--- config.mk ---
export PLATFORM = sky130hd
export DESIGN_NAME = ltmc_host
export DESIGN_NICKNAME = d
export VERILOG_FILES = /design/src/verilog/ltmc_host.v /design/src/verilog/ltmc_sync3.v
export VERILOG_INCLUDE_DIRS = /design/src /design/src/verilog
export SDC_FILE = /design/constraint.sdc
export NUM_CORES = 1
export LEC_CHECK = 0
export ABC_CLOCK_PERIOD_IN_PS = 1860
export BUFFER_PORTS_ARGS = -buffer_cell sky130_fd_sc_hd__buf_2
export CELL_PAD_IN_SITES_DETAIL_PLACEMENT = 2
export CELL_PAD_IN_SITES_GLOBAL_PLACEMENT = 2
export CORE_UTILIZATION = 31
export CTS_CLUSTER_SIZE = 14
export DETAILED_ROUTE_END_ITERATION = 8
export PLACE_DENSITY_LB_ADDON = 0.08
export SLEW_MARGIN = 20
export SYNTH_ARGS = -nofsm -noshare
export SYNTH_HDL_FRONTEND = slang
export SYNTH_SLANG_ARGS = --single-unit
--- constraint.sdc ---
create_clock -name clock -period 1.86 [get_ports clock]
set_clock_uncertainty 0.1 [all_clocks]
set_input_delay 0.465 -clock clock [delete_from_list [all_inputs] [get_ports clock]]
set_output_delay 0.465 -clock clock [all_outputs]
set_load 0.1 [all_outputs]
--- src/verilog/ltmc_map.vh ---
// constants for the lin transceiver mode controller (host side)
`ifndef LTMC_MAP_VH
`define LTMC_MAP_VH
// ************************************************************
// timing, clock 20 MHz
// ************************************************************
`define LTMC_CLK_MHZ          20
// times in nanoseconds, as printed in microseconds times 1000
`define LTMC_TOGGLE_WIN_NS    45000
`define LTMC_TOGGLE_STEP_NS   12500
`define LTMC_FLAG_MIN_NS      1875
`define LTMC_FLAG_MAX_NS      6250
`define LTMC_SLEEP_MAX_NS     91000
`define LTMC_EN_WAKE_NS       15000
`define LTMC_CLK_NS           50
// step, flag max, sleep and wake times round up; toggle window and flag min round down
`define LTMC_STEP_CYC   ((`LTMC_TOGGLE_STEP_NS + `LTMC_CLK_NS - 1) / `LTMC_CLK_NS)
`define LTMC_WIN_CYC    (`LTMC_TOGGLE_WIN_NS / `LTMC_CLK_NS)
`define LTMC_FMIN_CYC   (`LTMC_FLAG_MIN_NS / `LTMC_CLK_NS)
`define LTMC_FMAX_CYC   ((`LTMC_FLAG_MAX_NS + `LTMC_CLK_NS - 1) / `LTMC_CLK_NS)
`define LTMC_SLEEP_CYC  ((`LTMC_SLEEP_MAX_NS + `LTMC_CLK_NS - 1) / `LTMC_CLK_NS)
`define LTMC_EWAKE_CYC  ((`LTMC_EN_WAKE_NS + `LTMC_CLK_NS - 1) / `LTMC_CLK_NS)
// ************************************************************
// registers (word addresses on avalon)
// ************************************************************
`define LTMC_REG_CTRL    2'h0
`define LTMC_REG_STAT    2'h1
`define LTMC_REG_TXD     2'h2
// ctrl fields: write 1 to start a command
`define LTMC_CTRL_SLEEP  0
`define LTMC_CTRL_WAKE   1
`define LTMC_CTRL_TOGGLE 2
// status fields
`define LTMC_ST_BUSY     0
`define LTMC_ST_FAST     1
`define LTMC_ST_RX       2
`define LTMC_ST_EN       3
`define LTMC_ST_INH      4
`define LTMC_ST_FLAGSEEN 5
`define LTMC_ST_TOGERR   6
`define LTMC_ST_RXZ      7
`endif

--- src/verilog/ltmc_host.v ---
// host controller driving a lin transceiver through its pins
// Function
// - toggle: en low then high within 45 us, txd high at both edges
// - hold txd low at least 12.5 us between en edges
// - wait 12.5 us after en falls before dropping txd
// - keep txd high 12.5 us before raising en
//
// The Avalon-MM slave port and the register addresses are this design's own decisions.
`include "ltmc_map.vh"
module ltmc_host (
    input  wire        clock,
    input  wire        rst_n,
    input  wire [1:0]  avs_address,
    input  wire        avs_read,
    input  wire        avs_write,
    input  wire [31:0] avs_writedata,
    output reg  [31:0] avs_readdata,
    output wire        avs_waitrequest,
    output reg         txdOut,
    output reg         enOut,
    input  wire        rxdIn,
    input  wire        rxdOe,
    input  wire        inhIn
);
    localparam [6:0] ST_IDLE  = 7'h01;
    localparam [6:0] ST_T_ENL = 7'h02;
    localparam [6:0] ST_T_TXL = 7'h04;
    localparam [6:0] ST_T_TXH = 7'h08;
    localparam [6:0] ST_T_FLG = 7'h10;
    localparam [6:0] ST_SLEEP = 7'h20;
    localparam [6:0] ST_WAKE  = 7'h40;
    // counts in clock cycles, cut to the 12-bit counter width on purpose
    localparam integer STEP_I  = `LTMC_STEP_CYC;
    localparam integer WIN_I   = `LTMC_WIN_CYC;
    localparam integer FMIN_I  = `LTMC_FMIN_CYC;
    localparam integer FMAX_I  = `LTMC_FMAX_CYC;
    localparam integer SLEEP_I = `LTMC_SLEEP_CYC;
    localparam integer EWAKE_I = `LTMC_EWAKE_CYC;
    localparam [11:0] STEP_C  = STEP_I[11:0];
    localparam [11:0] WIN_C   = WIN_I[11:0];
    localparam [11:0] FMIN_C  = FMIN_I[11:0];
    localparam [11:0] FMAX_C  = FMAX_I[11:0];
    localparam [11:0] SLEEP_C = SLEEP_I[11:0];
    localparam [11:0] EWAKE_C = EWAKE_I[11:0];

    reg  [6:0]  stateQ;
    reg  [11:0] cntQ;
    reg  [11:0] winQ;
    reg  [11:0] lowQ;
    reg         fastQ;
    reg         flagSeenQ;
    reg         togErrQ;
    reg         txdRegQ;
    reg         ackQ;
    wire        rxSync;
    wire        rxzSync;
    wire        inhSync;

    function [11:0] incSat;
        input [11:0] v;
        begin
            incSat = (v == 12'hFFF) ? v : v + 12'h001;
        end
    endfunction

    // ************************************************************
    // pin synchronisers
    // ************************************************************
    ltmc_sync3 u_rx (
        .clock    (clock),
        .rst_n    (rst_n),
        .pinIn    (rxdIn),
        .resetVal (1'b1),
        .pinOut   (rxSync)
    );
    ltmc_sync3 u_rxz (
        .clock    (clock),
        .rst_n    (rst_n),
        .pinIn    (rxdOe),
        .resetVal (1'b1),
        .pinOut   (rxzSync)
    );
    ltmc_sync3 u_inh (
        .clock    (clock),
        .rst_n    (rst_n),
        .pinIn    (inhIn),
        .resetVal (1'b0),
        .pinOut   (inhSync)
    );

    // ************************************************************
    // avalon slave: one wait cycle on every access
    // ************************************************************
    assign avs_waitrequest = (avs_read | avs_write) & ~ackQ;

    always @(posedge clock or negedge rst_n) begin
        if (!rst_n) begin
            ackQ         <= 1'b0;
            avs_readdata <= 32'h0000_0000;
        end else begin
            ackQ <= (avs_read | avs_write) & ~ackQ;
            if (avs_read & ~ackQ) begin
                case (avs_address)
                    `LTMC_REG_STAT:
                        avs_readdata <= {24'h00_0000, ~rxzSync, togErrQ, flagSeenQ,
                                         inhSync, enOut, rxSync, fastQ,
                                         stateQ != ST_IDLE};
                    `LTMC_REG_TXD:
                        avs_readdata <= {31'h0000_0000, txdRegQ};
                    default:
                        avs_readdata <= 32'h0000_0000;
                endcase
            end
        end
    end

    wire wrCtrl = avs_write & ackQ & (avs_address == `LTMC_REG_CTRL);
    wire wrTxd  = avs_write & ackQ & (avs_address == `LTMC_REG_TXD);

    // ************************************************************
    // mode sequencer
    // ************************************************************
    // txd defaults high so bus stays recessive outside frames
    always @(posedge clock or negedge rst_n) begin
        if (!rst_n) begin
            stateQ    <= ST_IDLE;
            cntQ      <= 12'h000;
            winQ      <= 12'h000;
            lowQ      <= 12'h000;
            fastQ     <= 1'b0;
            flagSeenQ <= 1'b0;
            togErrQ   <= 1'b0;
            txdRegQ   <= 1'b1;
            txdOut    <= 1'b1;
            enOut     <= 1'b1;
        end else begin
            if (wrTxd)
                txdRegQ <= avs_writedata[0];
            cntQ <= incSat(cntQ);
            case (stateQ)
                ST_IDLE: begin
                    txdOut <= txdRegQ;
                    if (wrCtrl && avs_writedata[`LTMC_CTRL_TOGGLE] && enOut) begin
                        txdOut    <= 1'b1;
                        enOut     <= 1'b0;
                        cntQ      <= 12'h000;
                        winQ      <= 12'h000;
                        flagSeenQ <= 1'b0;
                        togErrQ   <= 1'b0;
                        stateQ    <= ST_T_ENL;
                    end else if (wrCtrl && avs_writedata[`LTMC_CTRL_SLEEP] && enOut) begin
                        txdOut <= 1'b1;
                        enOut  <= 1'b0;
                        cntQ   <= 12'h000;
                        stateQ <= ST_SLEEP;
                    end else if (wrCtrl && avs_writedata[`LTMC_CTRL_WAKE] && !enOut) begin
                        enOut  <= 1'b1;
                        cntQ   <= 12'h000;
                        stateQ <= ST_WAKE;
                    end
                end
                ST_T_ENL: begin
                    winQ <= incSat(winQ);
                    if (cntQ >= STEP_C - 12'h001) begin
                        txdOut <= 1'b0;
                        cntQ   <= 12'h000;
                        stateQ <= ST_T_TXL;
                    end
                end
                ST_T_TXL: begin
                    winQ <= incSat(winQ);
                    if (cntQ >= STEP_C - 12'h001) begin
                        txdOut <= 1'b1;
                        cntQ   <= 12'h000;
                        stateQ <= ST_T_TXH;
                    end
                end
                ST_T_TXH: begin
                    winQ <= incSat(winQ);
                    if (cntQ >= STEP_C - 12'h001) begin
                        enOut  <= 1'b1;
                        cntQ   <= 12'h000;
                        lowQ   <= 12'h000;
                        // 3 x 250 cycles sits well inside the 900-cycle window
                        togErrQ <= (winQ >= WIN_C);
                        stateQ <= ST_T_FLG;
                    end
                end
                ST_T_FLG: begin
                    // watch for the entry flag, allowing for sync latency
                    if (!rxSync)
                        lowQ <= incSat(lowQ);
                    if (cntQ >= FMAX_C + 12'h008) begin
                        if (lowQ >= FMIN_C - 12'h002) begin
                            flagSeenQ <= 1'b1;
                            fastQ     <= 1'b1;
                        end else begin
                            fastQ <= 1'b0;
                        end
                        stateQ <= ST_IDLE;
                    end
                end
                ST_SLEEP: begin
                    // release en and keep txd high; device sleeps after entry delay
                    if (cntQ >= SLEEP_C)
                        fastQ <= 1'b0;
                    if (wrCtrl && avs_writedata[`LTMC_CTRL_WAKE]) begin
                        enOut  <= 1'b1;
                        cntQ   <= 12'h000;
                        stateQ <= ST_WAKE;
                    end
                end
                ST_WAKE: begin
                    // give the device time to raise inhibit before traffic
                    if (cntQ >= EWAKE_C)
                        stateQ <= ST_IDLE;
                end
                default: begin
                    stateQ <= ST_IDLE;
                end
            endcase
        end
    end
endmodule

--- src/verilog/ltmc_sync3.v ---
// three-flop pin synchroniser with agree-filter
module ltmc_sync3 (
    input  wire clock,
    input  wire rst_n,
    input  wire pinIn,
    input  wire resetVal,
    output reg  pinOut
);
    reg s1Q;
    reg s2Q;
    reg s3Q;
    reg initQ;
    // ************************************************************
    // sync chain
    // ************************************************************
    // async reset loads a constant; strap level taken after release
    always @(posedge clock or negedge rst_n) begin
        if (!rst_n) begin
            s1Q    <= 1'b1;
            s2Q    <= 1'b1;
            s3Q    <= 1'b1;
            pinOut <= 1'b1;
            initQ  <= 1'b0;
        end else begin
            s1Q   <= pinIn;
            s2Q   <= s1Q;
            s3Q   <= s2Q;
            initQ <= 1'b1;
            if (!initQ)
                pinOut <= resetVal;
            else if (s2Q == s3Q)
                pinOut <= s3Q;
        end
    end
endmodule

# Word-level counts from Yosys, hierarchy flattened
# Cells that the tools add are included.
[totals] regBits=95 in_bits=41 out_inout_bits=35 word_cells=149
[op_classes] add_sub_neg=3 magnitude_cmp=6 n_eq_ne=32 n_mux=51 n_bitwise=8 reduce_logical=24
[op_table] cell="12-bit two-way mux" count=11
[op_table] cell="7-bit two-way mux" count=9
[op_table] cell="7-bit case mux with 7 select lines" count=1
[op_table] cell="12-bit case mux with 2 select lines" count=2
[op_table] cell="12-bit by 1-bit adder with 12-bit output, second input constant" count=3
[op_table] cell="12-bit equality test, second input constant" count=3
[op_table] cell="12-bit case mux with 3 select lines" count=1
[op_table] cell="2-bit inequality test, second input constant" count=15
[op_table] cell="12-bit by 8-bit >= comparator with 1-bit output, second input constant" count=2
[op_table] cell="1-bit two-way mux" count=21
[op_table] cell="8-bit case mux with 2 select lines" count=1
[op_table] cell="12-bit by 10-bit >= comparator with 1-bit output, second input constant" count=1
[op_table] cell="12-bit by 11-bit >= comparator with 1-bit output, second input constant" count=1
[op_table] cell="12-bit by 6-bit >= comparator with 1-bit output, second input constant" count=1
[op_table] cell="12-bit by 9-bit >= comparator with 1-bit output, second input constant" count=1
[op_table] cell="3-bit AND reduction" count=4
[op_table] cell="4-bit AND reduction" count=3
[op_table] cell="2-bit nonzero test" count=5
[op_table] cell="7-bit by 1-bit equality test with 1-bit output, second input constant" count=1
[op_table] cell="7-bit by 2-bit equality test with 1-bit output, second input constant" count=1
[op_table] cell="7-bit by 3-bit equality test with 1-bit output, second input constant" count=1
[op_table] cell="7-bit by 4-bit equality test with 1-bit output, second input constant" count=1
[op_table] cell="7-bit by 5-bit equality test with 1-bit output, second input constant" count=1
[op_table] cell="7-bit by 6-bit equality test with 1-bit output, second input constant" count=1
[op_table] cell="17 further kinds" count=33

# Logic depth before layout (Yosys ltp)
[logic_depth] depth_word=8 mapped_depth=9 ltp_nobuf=8

# Hierarchy
# From an unflattened synthesis, not the netlist that was laid out.
[hier_totals] cells_unflattened=426 area_unflattened_um2=4015.1
[by_module_without_submodules] module="ltmc_host" n_inst=1 cells_each=396 area_each_um2=3553.4 seq_area_each_um2=1456.4
[by_module_without_submodules] module="ltmc_sync3" n_inst=3 cells_each=10 area_each_um2=153.9 seq_area_each_um2=130.1

# Least setup slack after synthesis
# Ideal clock, no wire load.
[synth_path] path_kind="input -> output" startpoint="input port avs_write" endpoint="output port avs_waitrequest" arrival_time_ns=1.777 required_time_ns=1.295 setup_slack_ns=-0.482 path_stages=2 n_path_buf=0 cell_sequence="nor2_1 > nor2_1"
[synth_between] elab_chain_cells=2
[synth_rtl] element="start, declared" line_no="ltmc_host.v:15" source="input wire avs_write,"
[synth_rtl] element="1-bit OR" line_no="ltmc_host.v:94" source="assign avs_waitrequest = (avs_read | avs_write) & ~ackQ;"
[synth_rtl] element="1-bit bitwise AND" line_no="ltmc_host.v:94"
[synth_rtl] element="end, declared" line_no="ltmc_host.v:18" source="output wire avs_waitrequest,"
# Every way passes these cells.

# Worst setup path in the final report
[layout_path] startpoint="register stateQ[3]" endpoint="register cntQ[10]"
[layout_between] elab_chain_cells=3 elab_cells_between_ends=7 cone_classes="eq/ne: 5; mux: 1; reduce/logical: 1"
[layout_rtl] element="start, declared" line_no="ltmc_host.v:46" source="reg [6:0] stateQ;"
[layout_rtl] element="start signal, assigned" line_no="ltmc_host.v:126" source="stateQ <= ST_IDLE;"
[layout_rtl] element="start signal, assigned" line_no="ltmc_host.v:150" source="stateQ <= ST_T_ENL;"
[layout_rtl] element="start signal, assigned" line_no="ltmc_host.v:155" source="stateQ <= ST_SLEEP;"
[layout_rtl] element="7-bit by 4-bit equality test with 1-bit output, or another cell as far along" line_no="ltmc_host.v:140" source="case (stateQ)"
[layout_rtl] element="3-bit OR reduction (no line)"
[layout_rtl] element="12-bit case mux with 3 select lines (*)" line_no="ltmc_host.v:140"
[layout_rtl] element="end signal, assigned" line_no="ltmc_host.v:139" source="cntQ <= incSat(cntQ);"
[layout_rtl] element="end, declared" line_no="ltmc_host.v:47" source="reg [11:0] cntQ;"
# Mark *: on every way between the ends. The rest lies on a longest branch, timed or not.
# A chain may end at the register's enable or synchronous reset.

==> summary.txt <==
Placed design
  • Quantity of I/O buffers inserted on ports: 22
  • Placed Cells: 628
  • Post-place instance area: 4715 sq um
  • Placed wire-length estimate after detailed placement: 7572 microns
  • DP Worst Slack: -424.8 ps
  • Placer congestion estimate: 0.7563

STA
  • Worst slew slack as a fraction of its limit: 63.11%
  • Final-report max-slew violation count: 0
  • RSZ-0062 raised after global routing: true
  • Hold Vio Cnt, Final: 0
  • Maximum clock rate: 452.1 MHz
  • Summed negative setup slack over all endpoints: -10510 ps
  • Smallest setup slack after layout: -351.9 ps
  • Final period demand of the worst path: 2212 ps
  • Final-report setup violation count: 48
  • Post-route clock period utilization: 118.9%
  • Transition time at the pin with the least slew margin: 551.8 ps

Floorplan
  • Die Height: 112.7 microns
  • Core outline area: 11960 sq um
  • Overall die area: 12690 sq um
  • FP Rows: 40
  • Die width: 112.7 microns
  • Starting density of the core: 31.74%
  • Boundary Pins: 76

Synth
  • Top FF cell, synth: sky130_fd_sc_hd__dfrtp_1
  • Synthesized area per cell: 9.784 sq um
  • Cell taking the most area after synthesis: sky130_fd_sc_hd__dfrtp_1
  • Area share of the leading cell type in the synthesized netlist: 36.26%
  • Flops & latches, synth: 71
  • Async set-reset flop share out of synthesis: 100.0%
  • Count of cell types in the netlist: 63
  • Yosys warns: 0
  • Register area share after synthesis: 47.33%
  • Cells after synthesis: 388
  • Main area contributors after synthesis: sky130_fd_sc_hd__dfrtp_1 36%, sky130_fd_sc_hd__dfstp_2 11%, sky130_fd_sc_hd__buf_4 4.9%
  • Cell with the most instances after synthesis: sky130_fd_sc_hd__dfrtp_1
  • Most numerous cell types in the synthesized netlist: 55 x sky130_fd_sc_hd__dfrtp_1, 36 x sky130_fd_sc_hd__nand2_1, 35 x sky130_fd_sc_hd__nor2_1, 25 x sky130_fd_sc_hd__buf_4, 21 x sky130_fd_sc_hd__o21ai_0
  • Count of flip-flops with a built-in enable after synthesis: 0
  • Post-Syn Area: 3796 sq um

Clock network
  • Clock buffer count from CTS: 9
  • Clk buf depth: 2
  • Sinks on Clock Net: 71
  • Clock latency on the worst-skew pair: 350 ps
  • Clock tree from TritonCTS: done
  • Clock H-tree levels: 3
  • Cts hold-fix bufs: 0
  • Clock-pin slew on the worst setup and hold paths: 60 ps
  • CTS Root Cell: sky130_fd_sc_hd__clkbuf_16

GRT
  • Residual overflow from global routing: 0
  • Total global routing track utilization: 19.72%
  • Initial antenna violation count: 0
  • Wire length of the first global-routing pass: 19090 microns
  • Pin count of the biggest net entering global routing: 72
  • Vias in the first global route: 3657

Detailed routing
  • DRC violations left: 0
  • Routed length per instance: 18.36 microns
  • Total length of routed wires: 12350 microns
  • Length of the first detailed-routing pass in iterations: 4
  • Number of routed nets with antenna violations: 0
  • Via/cell ratio: 4.905
  • Via count: 3301
  • Initial drt markers: 89

Run status
  • Outcome: finished with violations
  • Violations in the final reports: negative setup slack

Critical path
  • Type of the worst setup path: reg -> reg
  • Setup crit start kind: register
  • Slowest-stage cell, CP: sky130_fd_sc_hd__or4_4
  • Cells traversed along the worst timing path: or4_4 -> nor4b_4 -> nor2_2 -> a211oi_4 -> buf_4 -> nor3_2
  • Data required time of the critical path: 1990 ps
  • Worst setup EP type: register
  • Arrival time at the worst endpoint: 2340 ps
  • Delay of the slowest cell on the worst path: 580 ps
  • Buffers plus inverters on the worst setup path: 1
  • Top delay family on crit path: simple AND/OR/NAND/NOR gates
  • Maximum fanout count along the critical path: 3

Finish
  • Number of fillers in the final layout: 1254
  • Final nets: 571
  • Non-filler instance count after layout: 673
  • Area growth syn-to-layout: 51.25%
  • Share of post-route cells with drive strength above 1: 48.29%
  • Area of all placed cells without fillers: 5742 sq um
  • Diodes inserted: 0

Power
  • Worst IR Drop VDD: 0.7499 mV
  • Leakage power: 0.002639 uW
  • Power density cells: 1149 nW/um^2

Worst hold path
  • Path category of the worst min-delay check: in -> async

Run
  • Count of max-cap constraint violations: 0
[path summary, 6_finish.rpt]
| check | slack, ps | from | endpoint | cells after the start |
|---|---|---|---|---|
| setup reg to reg | -350 | stateQ[3] | cntQ[10] | 6 |
| min in group clock | 110 | rxdOe | u_rxz.s1Q | 1 |
| hold / removal | 30 | rst_n | avs_readdata[0] | 2 |
| hold reg to reg | 260 | u_rxz.s1Q | u_rxz.s2Q | 0 |
| max in group asynchronous | 1260 | rst_n | txdRegQ | 2 |
| setup / recovery | -350 | stateQ[3] | cntQ[10] | 6 |
[flip-flops by register name (all words and copies together) (netlist names), 7 cells and up]
register and flops:
winQ 12, stateQ 7, cntQ 12, lowQ 12
avs_readdata 8
[power breakdown]
group | internal (uW) | switching, uW
clock | 1080 | 711
sequential | 1810 | 219
combinational | 1110 | 1670
total | 3990 | 2600
[metal layers]
layer	part of all wire, %	wire length [microns]	GRT usage, %	vias up
li1	-	-	-	1566
met1	42	5137	21.92	1667
met5	0	0	0	-
met2	54	6686	36.42	50
met4	1.7	204	7.378	0
met3	2.6	325	4.536	18
[layout by cell type, fill, tap and decap left out, drive strengths merged, types with 5 or more instances in the layout]
cell,count
buf,136
dfrtp,55
nor2,45
nand2,36
conb,25
o21ai,22
nand3,20
xor2,19
dfstp,16
inv,14
nor3,14
a21oi,12
nand4,11
clkbuf,11
ha,9
and4,8
xnor2,8
and3,6
nand2b,5
nor4,5
[stage by stage]
| stage | util (%) | total power, uW | hold slack (ps) |
|---|---|---|---|
| floorplan | - | 3460 | 69.41 |
| global placement | 39.41 | 4249 | 247.6 |
| detailed placement | 39.41 | 4339 | 251.9 |
| CTS | 44.74 | 6338 | 60.80 |
| global route | 48.00 | 6904 | 61.55 |
| finish | 48.00 | 6597 | 31.12 |
[kinds of logic (layout without fill, tap and decap cells)]
kind of cell	after synthesis	in the layout	share of synthesized area, %
compound gates	59	60	10.94
xor+xnor	27	27	6.229
fa+ha+maj	9	9	2.966
buf+inv	52	166	7.877
flops	71	71	47.33
mux	3	3	0.8569
other cells	2	25	0.1978
simple gates	165	165	23.60
[cell type report]
cell class | count | area [sq um] | share of cell area [%]
multi-input cells | 289 | 2227 | 38.79
flip-flops and latches | 71 | 1802 | 31.38
repair buffers | 136 | 1175 | 20.46
clock buffers | 11 | 242.7 | 4.228
well taps | 147 | 183.9 | 3.203
clock inverters | 5 | 58.81 | 1.024
inverters | 14 | 52.55 | 0.9152
[what timing repair did]
action | in CTS | in global routing
endpoints found under the setup margin | 49 | 48
buffers inserted | 14 | 19
pin swaps | 16 | 42
gates cloned | 3 | 0
gates resized for setup | 48 | 63
[worst reg2reg max path, cell delays in order, from the launching register on]
cell	delay, ps
sky130_fd_sc_hd__dfrtp_1	410
sky130_fd_sc_hd__or4_4	580
sky130_fd_sc_hd__nor4b_4	310
sky130_fd_sc_hd__nor2_2	120
sky130_fd_sc_hd__a211oi_4	350
sky130_fd_sc_hd__buf_4	190
sky130_fd_sc_hd__nor3_2	40
Note: power is estimated with default switching activity, not from simulation.
